File: config.mk
export PLATFORM = sky130hd
export DESIGN_NAME = ilm_level_mask
export DESIGN_NICKNAME = d
export VERILOG_FILES = /design/src/ilm_pkg.sv /design/src/ilm_level_mask.sv
export SDC_FILE = /design/constraint.sdc
export NUM_CORES = 1
export LEC_CHECK = 0
export ABC_AREA = 1
export BUFFER_PORTS_ARGS = -buffer_cell sky130_fd_sc_hd__buf_2
export CAP_MARGIN = 10
export CORE_ASPECT_RATIO = 1.1
export CORE_MARGIN = 4
export CORE_UTILIZATION = 46
export DETAILED_ROUTE_END_ITERATION = 16
export PLACE_DENSITY = 0.73
export SYNTH_ARGS = -nofsm -noshare
export SYNTH_HDL_FRONTEND = slang
export SYNTH_SLANG_ARGS = --single-unit
File: constraint.sdc
create_clock -name clk -period 0.9 [get_ports clk]
set_input_delay 0.045 -clock clk [delete_from_list [all_inputs] [get_ports clk]]
set_output_delay 0.045 -clock clk [all_outputs]
set_load 0.01 [all_outputs]
File: src/ilm_pkg.sv
/*
 * constants and carrier types for the interrupt level mask and the
 * serial pending flags.
 * assumes a core that reaches special registers by an 8-bit address.
 */
package ilm_pkg;
   // ----------------------------------------------------------------
   // register map
   // ----------------------------------------------------------------
   localparam logic [7:0] ILM_LEVEL_ENABLE_MASK_ADDR = 8'hDD;
   localparam logic [7:0] ILM_SERIAL_PENDING_FLAGS_ADDR = 8'hF9;
   // mask powers up masked: nothing reaches the core before setup
   localparam logic [7:0] ILM_MASK_RESET = 8'h00;
   localparam logic [5:0] ILM_PEND_RESET = 6'h00;
   localparam logic [7:0] ILM_READ_UNMAPPED = 8'h00;
   localparam logic [1:0] ILM_PEND_UNUSED = 2'h0;
   localparam int ILM_NUM_LEVELS = 8;
   localparam int ILM_NUM_PEND = 6;

   // ----------------------------------------------------------------
   // pending flag bit positions
   // ----------------------------------------------------------------
   localparam int ILM_PB_TA_OVF = 0;
   localparam int ILM_PB_TA_CAP = 1;
   localparam int ILM_PB_T1_OVF = 2;
   localparam int ILM_PB_T1_CAP = 3;
   localparam int ILM_PB_UART_TX = 4;
   localparam int ILM_PB_UART_RX = 5;

   // ----------------------------------------------------------------
   // level numbers
   // ----------------------------------------------------------------
   localparam int ILM_LV_TA = 0;
   localparam int ILM_LV_TB = 1;
   localparam int ILM_LV_T0 = 2;
   localparam int ILM_LV_T1 = 3;
   localparam int ILM_LV_SER = 4;
   localparam int ILM_LV_UART = 5;
   localparam int ILM_LV_P0_LO = 6;
   localparam int ILM_LV_P0_HI = 7;

   // ----------------------------------------------------------------
   // carriers
   // ----------------------------------------------------------------
   typedef struct packed {
      logic wr;
      logic rd;
      logic [7:0] addr;
      logic [7:0] wdata;
   } ilm_sfr_req_t;

   typedef struct packed {
      logic [5:0] pend_event;   // one-cycle events, by pending bit
      logic watch_timer_req;
      logic serial_req;
      logic t0_match_req;
      logic tb_match_req;
   } ilm_src_t;

   typedef struct packed {
      logic [7:0] mask;
      logic [5:0] pend;
      logic [7:0] pin_s1;
      logic [7:0] pin_s2;
      logic [7:0] level_req;
      logic [7:0] rdata;
   } ilm_state_t;
endpackage

File: src/ilm_level_mask.sv
/*
 * level enable mask, serial pending flags and masked level requests.
 * assumes the core issues one-cycle rd/wr strobes on clk, sources
 * are on clk, and port 0 pins are asynchronous.
 */
// Contract
// - the mask holds one bit per level, 0 masks and 1 unmasks.
// - port 0 pins 4 to 7 request on level 7.
// - port 0 pins 0 to 3 request on level 6.
// - level 5 gathers uart transmit, uart receive and watch timer.
// - level 3 takes timer 1 match and overflow, level 2 timer 0 match.
// - level 1 takes timer b match, level 0 timer a match and overflow.
// - a masked level shows no request to the core from one cycle after the mask write.
// - a pending flag reads 0 when idle and writing 0 clears it.
`timescale 1ns/10ps
module ilm_level_mask
   import ilm_pkg::*;
(
   input wire logic clk,
   input wire logic rst,
   input wire ilm_sfr_req_t sfr_req,
   output logic [7:0] sfr_rdata,
   input wire logic [7:0] port0_pin,
   input wire ilm_src_t src,
   output logic [7:0] level_req
);
   ilm_state_t s_q;
   ilm_state_t s_d;
   logic [7:0] raw;

   // ----------------------------------------------------------------
   // next state
   // ----------------------------------------------------------------
   always_comb begin
      s_d = s_q;
      // first stage feeds only the second
      s_d.pin_s1 = port0_pin;
      s_d.pin_s2 = s_q.pin_s1;
      if (sfr_req.wr && sfr_req.addr == ILM_LEVEL_ENABLE_MASK_ADDR) begin
         s_d.mask = sfr_req.wdata;
      end
      // write-0 clears, write-1 keeps; the set term is or-ed last
      if (sfr_req.wr && sfr_req.addr == ILM_SERIAL_PENDING_FLAGS_ADDR) begin
         s_d.pend = s_q.pend & sfr_req.wdata[5:0];
      end
      s_d.pend = s_d.pend | src.pend_event;
      raw = '0;
      raw[ILM_LV_P0_HI] = |s_q.pin_s2[7:4];
      raw[ILM_LV_P0_LO] = |s_q.pin_s2[3:0];
      raw[ILM_LV_UART] = s_q.pend[ILM_PB_UART_TX]
         | s_q.pend[ILM_PB_UART_RX] | src.watch_timer_req;
      raw[ILM_LV_SER] = src.serial_req;
      raw[ILM_LV_T1] = s_q.pend[ILM_PB_T1_CAP]
         | s_q.pend[ILM_PB_T1_OVF];
      raw[ILM_LV_T0] = src.t0_match_req;
      raw[ILM_LV_TB] = src.tb_match_req;
      raw[ILM_LV_TA] = s_q.pend[ILM_PB_TA_CAP]
         | s_q.pend[ILM_PB_TA_OVF];
      s_d.level_req = raw & s_q.mask;
      if (sfr_req.rd) begin
         case (sfr_req.addr)
            ILM_LEVEL_ENABLE_MASK_ADDR: begin
               s_d.rdata = s_q.mask;
            end
            ILM_SERIAL_PENDING_FLAGS_ADDR: begin
               s_d.rdata = {ILM_PEND_UNUSED, s_q.pend};
            end
            default: begin
               s_d.rdata = ILM_READ_UNMAPPED;
            end
         endcase
      end
   end

   // ----------------------------------------------------------------
   // state register
   // ----------------------------------------------------------------
   always_ff @(posedge clk) begin
      if (rst) begin
         s_q.mask <= ILM_MASK_RESET;
         s_q.pend <= ILM_PEND_RESET;
         s_q.pin_s1 <= '0;
         s_q.pin_s2 <= '0;
         s_q.level_req <= '0;
         s_q.rdata <= ILM_READ_UNMAPPED;
      end else begin
         s_q <= s_d;
      end
   end

   assign sfr_rdata = s_q.rdata;
   assign level_req = s_q.level_req;
endmodule

Yosys cells after proc, flatten, opt, wreduce, memory -nomap -nowiden --
Cells that the tools add are included.
Operators by class: reduce and logical (&&, ||, !) cells 4, eq/ne operators 2, multiplexer cells 2, bitwise operators 7
Operators with widths (count):
- $eq 8x8->1 const B | 2
- $pmux 8 s2 | 1
- $and 8x8->8 | 1
- $reduce_or 4->1 | 2
- $and 6x6->6 | 1
- $mux 6 | 1
- $or 6x6->6 | 1
- $or 1x1->1 | 4
- $logic_and 1x1->1 | 2
Storage, ports and cells: input bits 38, bits in registers 46, output and inout port bits 16, logic and storage cells 21

Depth between registers and ports, before layout --
Gate-level depths: netlist (run 1).
depth in word-level cells 4, mapped depth 8, gate-level depth less buffers 7

Worst setup path after synthesis (run 1) --
Ideal clock, no wire load.
path kind in2reg, start point input sfr_req[9] (netlist bit), end point register s_q[38] (netlist bit), data arrival time 0.795 ns, buffers on the path 1, stages on the path 7, setup time 0.113 ns, data required time 0.787 ns, slack -0.008 ns, path through inv_1 nand2_1 nor2_2 nand3_4 buf_6 nor2_1 nor2_1
Between the ends: word-level cells in the longest chain between the ends 2
RTL lines:
- from (decl) | line ilm_level_mask.sv:21 | input wire ilm_sfr_req_t sfr_req,
- $eq 8x8->1 | line ilm_level_mask.sv:39 | if (sfr_req.wr && sfr_req.addr == ILM_LEVEL_ENABLE_MASK_ADDR) begin
- $logic_and 1x1->1 | line ilm_level_mask.sv:39
- to (decl) | line ilm_level_mask.sv:27 | ilm_state_t s_q;
No other way between the ends. A chain may end at the register's enable or synchronous reset.

Worst setup path in the final report (run 1) --
start point register s_q, in the netlist sfr_rdata[7], end point output sfr_rdata[7]
RTL lines:
- to (decl) | line ilm_level_mask.sv:22 | output logic [7:0] sfr_rdata,
No word-level cell between the ends.

==> qor.yml, run 1 <==
initial_core_util_pct: 49.3
drc: 0
crit_slowest_cell: "dfxtp_1"
finalMaxSlewViolations: 0
antenna_found_initial: 0
antenna_left: 0
dr.pass1.iters: 4
synth.distinct_cells: 21
tritoncts: "built"
stdcell_area_mm2: 0.00242
grt_start_max_net_pins: 20
fmax_mhz: 1210
cts_htree_levels: 2
status: "complete, no violations"
grt_pass1_vias: 1536
ctsResizeCount: 0
slowest_delay_ps: 350
coreArea_mm2: 0.00377
ys_seq_area_share_pct: 49.5
place_ws_ps: -61.2
setup_ws_ps: 72.4
die_h_um: 74.7
period_minus_slack_ps: 828
post-route-util_pct: 64.2
synth_top_cell_area_share_pct: 49.5
crit_fanout: 2
syn_area_per_cell_um2: 7.41
synth-seq-cells: 46
place_area_mm2: 0.00209
arrival_ps: 780
max_cap_viol_count: 0
crit_path_cell_trace: "buf_2"
grt_pass1_wl_um: 6420
yosys.area.top_type: "dfxtp_1"
hold_viol_final: 0
syn_inst: 251
path_delay_family: "flip-flops"
hpwl_um: 2700
pwr_density_cell_mw_per_mm2: 1600
dp.cells: 336
antennaDiodeCount: 0
synth_common_cells: "nor2_1, dfxtp_1, inv_1"
yosys_warnings: 0
instances_no_fill: 367
slew_headroom_pct: 82.2
cp-end-kind: "primary output"
setup_viol: 0
tightest_slew_ps: 267
syn_nets: 289
cp.buffers_inverters: 1
routabilityCongestion: 0.816
synth.most_common_cell: "nor2_1"
vias_per_cell: 4.40
area_delta_synth_final_pct: 30.1
leakage_nw: 1.27
io_buffers: 53
wl_um: 3860
layout-drive-gt1-share_pct: 23.7
grt_setup_unrepaired: "false"
std_cell_rows: 23
clock-sinks: 46
final.period_utilization_pct: 92.0
final.setup_skew_ps: 4.59
path_clk_slew_ps: 90
drtIter0Drc: 74
num_io_pins: 54
gr-total-overflow: 0
avgRoutedWirePerCell_um: 10.5
clock_latency_ps: 300
post_cts_buffers: 0
clk_path_buf_depth: 2
worst_setup_path_start_kind: "flop"
hold_class: "in -> reg"
dieArea_mm2: 0.00512
yosys-top-cells-area: "dfxtp_1, nor2_1, inv_1, nand2_1, buf_4"
ir_drop_uv: 1100
ctsRootBufferMaster: "clkbuf_8"
syn-cell-area_mm2: 0.00186
nets: 354
ctsHoldBuffers: 23
required_ps: 850
path_class: "reg -> out"
die_w_um: 68.6
whs_ps: 7.25
synth_edf_count: 0
via_count: 1616
synth_flop_cell: "dfxtp_1"
async_flop_share_pct: 0
cts_made_buffers: 5
grt_use_total_pct: 16.7
## flip-flops by register name, indices dropped and copies added (netlist names)
register	count
level_req	8
sfr_rdata	8
s_d	8
s_q	22
## per-layer routing
metal	share of wire [%]	wire length (um)	track usage [%]	vias up
li1	-	-	-	868
met4	1.3	49	5.30	0
met2	52	2020	31.3	38
met1	41	1580	18.0	705
met5	0	0	0	-
met3	5.5	211	4.48	5
## power by group
| group | internal, mW | switching [mW] |
|---|---|---|
| clock | 0.577 | 0.751 |
| sequential | 2.10 | 0.0315 |
| combinational | 0.211 | 0.188 |
## layout by cell type (no fill, tap or decap)
cell           instances
a21oi_1                8
and2_1                 1
buf_12                 1
buf_2                 53
buf_4                  6
clkbuf_8               5
dfxtp_1               46
dlygate4sd3_1         23
inv_1                 43
inv_2                  2
inv_6                  3
nand2_1               36
nand2_2                2
nand3_1               18
nand3_4                1
nand4_1                6
nor2_1                51
nor2_4                 1
nor3_1                 6
nor3_4                 1
nor4_1                 2
o21ai_0                1
o21ai_1                1
## worst paths after layout
check / start / to / slack (ps) / cells past startpoint
worst max-delay path: sfr_rdata[7] / sfr_rdata[7] / 70 / 1
worst min-delay path: sfr_req[2] / s_q[40] / 7 / 3
worst max register to register: s_q[17] / level_req[6] / 140 / 2
worst min register to register: s_d[16] / s_q[16] / 410 / 2
## through the flow
step / total power, mW / setup TNS (ps)
after floorplan: 2.37 / 0
after global placement: 2.50 / -237
after detailed placement: 2.51 / -496
after CTS: 3.88 / 0
after global routing: 4.02 / 0
final: 3.86 / 0
## area by class of cell
cell class | count | area, um2
Fill cell | 335 | 1350
Sequential cell | 46 | 921
Multi-Input combinational cell | 135 | 611
Timing Repair Buffer | 83 | 561
Inverter | 45 | 169
Clock buffer | 5 | 68.8
Tap cell | 50 | 62.6
Clock inverter | 3 | 26.3
## cells by family (layout without fill, tap and decap cells)
group,Yosys count,count (layout),share of synthesized area [%]
flops,46,46,49.5
compound gates,10,10,2.69
buf+inv,70,136,17.9
simple gates,125,125,29.9
## tightest hold or removal path, cell delays in order
cell    delay (ps)
buf_2          100
nor2_1          40
nor2_1          80
(Power assumes the default switching activity.)
==> inputs of run 2 (changes only) <==
- CORE_UTILIZATION: 46 -> 48
- CTS_BUF_LIST: not set -> sky130_fd_sc_hd__clkbuf_2
- PLACE_DENSITY: 0.73 -> 0.76
==> run 2 against run 1 <==
Compared with the run above:
- the flow now finishes with violations (negative setup slack)
- clock-buffer cell count unchanged
- combinational power increased by 11%
- maximum frequency decreased by 13%
- via count is 1.3% higher
- setup slack got worse by 130 ps
- critical path type unchanged
==> qor.yml, run 2 (synthesis gave the netlist of run 1 again) <==
grt_setup_unrepaired: "true"
finalPower_mw: 3.46  # -10%
failed_checks: "negative setup slack"
worst_setup_path_start_kind: "flop"
die_w_um: 67.3  # -1.9%
r2r_end: "sfr_rdata[5]"
gr-total-overflow: 0  # unchanged
place_ws_ps: -68.4  # -7.22 ps
final.period_utilization_pct: 106  # +14 points
final_common_cell: "nor2_1"
cts_made_buffers: 5  # unchanged
switchingPower_uw: 901  # -7.1%
cp-end-kind: "primary output"
dr.pass1.iters: 4  # unchanged
pwr_density_cell_mw_per_mm2: 1370  # -14%
grt_pass1_vias: 1541  # +0.33%
p_int_mw: 2.56  # -11%
path_clk_slew_ps: 230  # +140 ps
period_minus_slack_ps: 953  # +125 ps
nets: 361  # +2.0%
slowest_delay_ps: 400  # +50 ps
rr_startpoint: "sfr_rdata[5]"
dieArea_mm2: 0.00493  # -3.7%
hpwl_um: 2610  # -3.5%
cp.buffers_inverters: 1  # unchanged
clk_path_buf_depth: 2  # unchanged
arrival_ps: 910  # +130 ps
cts_htree_levels: 2  # unchanged
ir_drop_uv: 1120  # +2.1%
max_cap_viol_count: 0  # unchanged
routabilityCongestion: 0.876  # +7.4%
mostFrequentLayoutCells: "nor2_1, inv_1, buf_2"
io_buffers: 53  # unchanged
r2r_cells: 5  # +3
r2r_setup_slack_ps: 110  # -30 ps
instances_no_fill: 374  # +1.9%
antenna_left: 0  # unchanged
pwr-share-clk_pct: 25.1  # -9.3 points
grt_use_total_pct: 17.4  # +0.67 points
layout-drive-gt1-share_pct: 27.2  # +3.5 points
fill_cells: 310  # -7.5%
initial_core_util_pct: 50.5  # +1.2 points
final.setup_skew_ps: 13.5  # +8.89 ps
seq_power_share_pct: 62.1  # +6.8 points
drc: 0  # unchanged
tightest_slew_ps: 255  # -11.2 ps
largest_register_ffs: 22  # unchanged
status: "finished with violations"
slew_headroom_pct: 83.0  # +0.75 points
path_class: "reg -> out"
crit_path_cell_trace: "buf_6"
antenna_found_initial: 0  # unchanged
clock-sinks: 46  # unchanged
die_h_um: 73.3  # -1.9%
avgRoutedWirePerCell_um: 10.3  # -1.7%
hold_end: "s_q[44]"
vias_per_cell: 4.38  # -0.60%
leakage_nw: 1.29  # +1.7%
required_ps: 850  # about the same
antennaDiodeCount: 0  # unchanged
whs_ps: 71.4  # +64.1 ps
hp-start: "sfr_req[17]"
place_area_mm2: 0.00210  # +0.36%
coreArea_mm2: 0.00368  # -2.3%
area_delta_synth_final_pct: 35.5
comb_power_share_pct: 12.7  # +2.4 points
multi_input_area_um2: 611  # unchanged
setup_viol: 16  # +16
seqCellArea_um2: 935  # +1.5%
p_sw_share_pct: 26.0  # +0.91 points
regMostFlops: "s_q"
dp.cells: 337  # +0.30%
drtIter0Drc: 78  # +5.4%
crit_fanout: 2  # unchanged
std_cell_rows: 23  # unchanged
stdcell_area_mm2: 0.00252  # +4.2%
path_delay_family: "flip-flops"
grt_pass1_wl_um: 6450  # +0.53%
hold_class: "in -> reg"
wl_um: 3870  # +0.21%
finalMaxSlewViolations: 0  # unchanged
ctsRootBufferMaster: "clkbuf_2"
crit_slowest_cell: "dfxtp_2"
hold_path_depth: 5  # +2
clock_latency_ps: 410  # +110 ps
via_count: 1637  # +1.3%
post-route-util_pct: 68.4  # +4.3 points
finalSetupTns_ps: -525  # -525 ps
fmax_mhz: 1050  # -13%
setup_ws_ps: -52.7  # -125 ps
num_io_pins: 54  # unchanged
tritoncts: "built"
hold_viol_final: 0  # unchanged
grt_start_max_net_pins: 28  # +40%
-- run 2: cell types whose count changed in the layout (fill, tap and decap cells not counted), sizes merged --
cell | before | now
clkinvlp | 0 | 2
inv | 48 | 46
buf | 60 | 62
dlygate4sd3 | 23 | 28
-- run 2: cell type report --
| type | instances | area share [%] |
|---|---|---|
| Inverter | 45 | 6.70 |
| Multi-Input combinational cell | 135 | 24.2 |
| Clock inverter | 3 | 0.943 |
| Sequential cell | 46 | 37.1 |
| Tap cell | 50 | 2.48 |
| Timing Repair Buffer | 90 | 27.6 |
| Clock buffer | 5 | 0.993 |
-- run 2: worst max-delay path by stage --
stage,startpoint,endpoint,slack [ps],cells past startpoint
2_1_floorplan,sfr_req[11],s_q[38],5,6
3_3_place_gp,sfr_req[13],sfr_rdata[6],-20,6
3_5_place_dp,sfr_req[13],sfr_rdata[7],-70,6
4_1_cts,sfr_rdata[6],sfr_rdata[6],-80,1
5_1_grt,sfr_rdata[6],sfr_rdata[6],-100,1
6_report,sfr_rdata[6],sfr_rdata[6],-50,1
-- run 2: timing repair --
action / CTS / global route
setup buffers: 1 / 0
gates cloned: 0 / 0
resized for setup: 18 / 4
endpoints found under the setup margin: 16 / 16
hold buffers: 28 / 0
hold endpoints to repair: 30 / 0
-- run 2: power groups by stage --
stage	logic, mW	clock network (mW)	registers (mW)
after floorplan	0.193	0	2.18
after global placement	0.319	0	2.18
after detailed placement	0.324	0	2.18
after CTS	0.439	0.910	2.15
after global routing	0.495	0.973	2.16
final	0.441	0.871	2.15
-- run 2: layer usage --
metal / share of wire [%] / global-route usage (%)
met5: 0 / 0
met2: 50 / 29.4
met1: 42 / 21.0
met4: 2.3 / 6.31
met3: 6.0 / 4.89
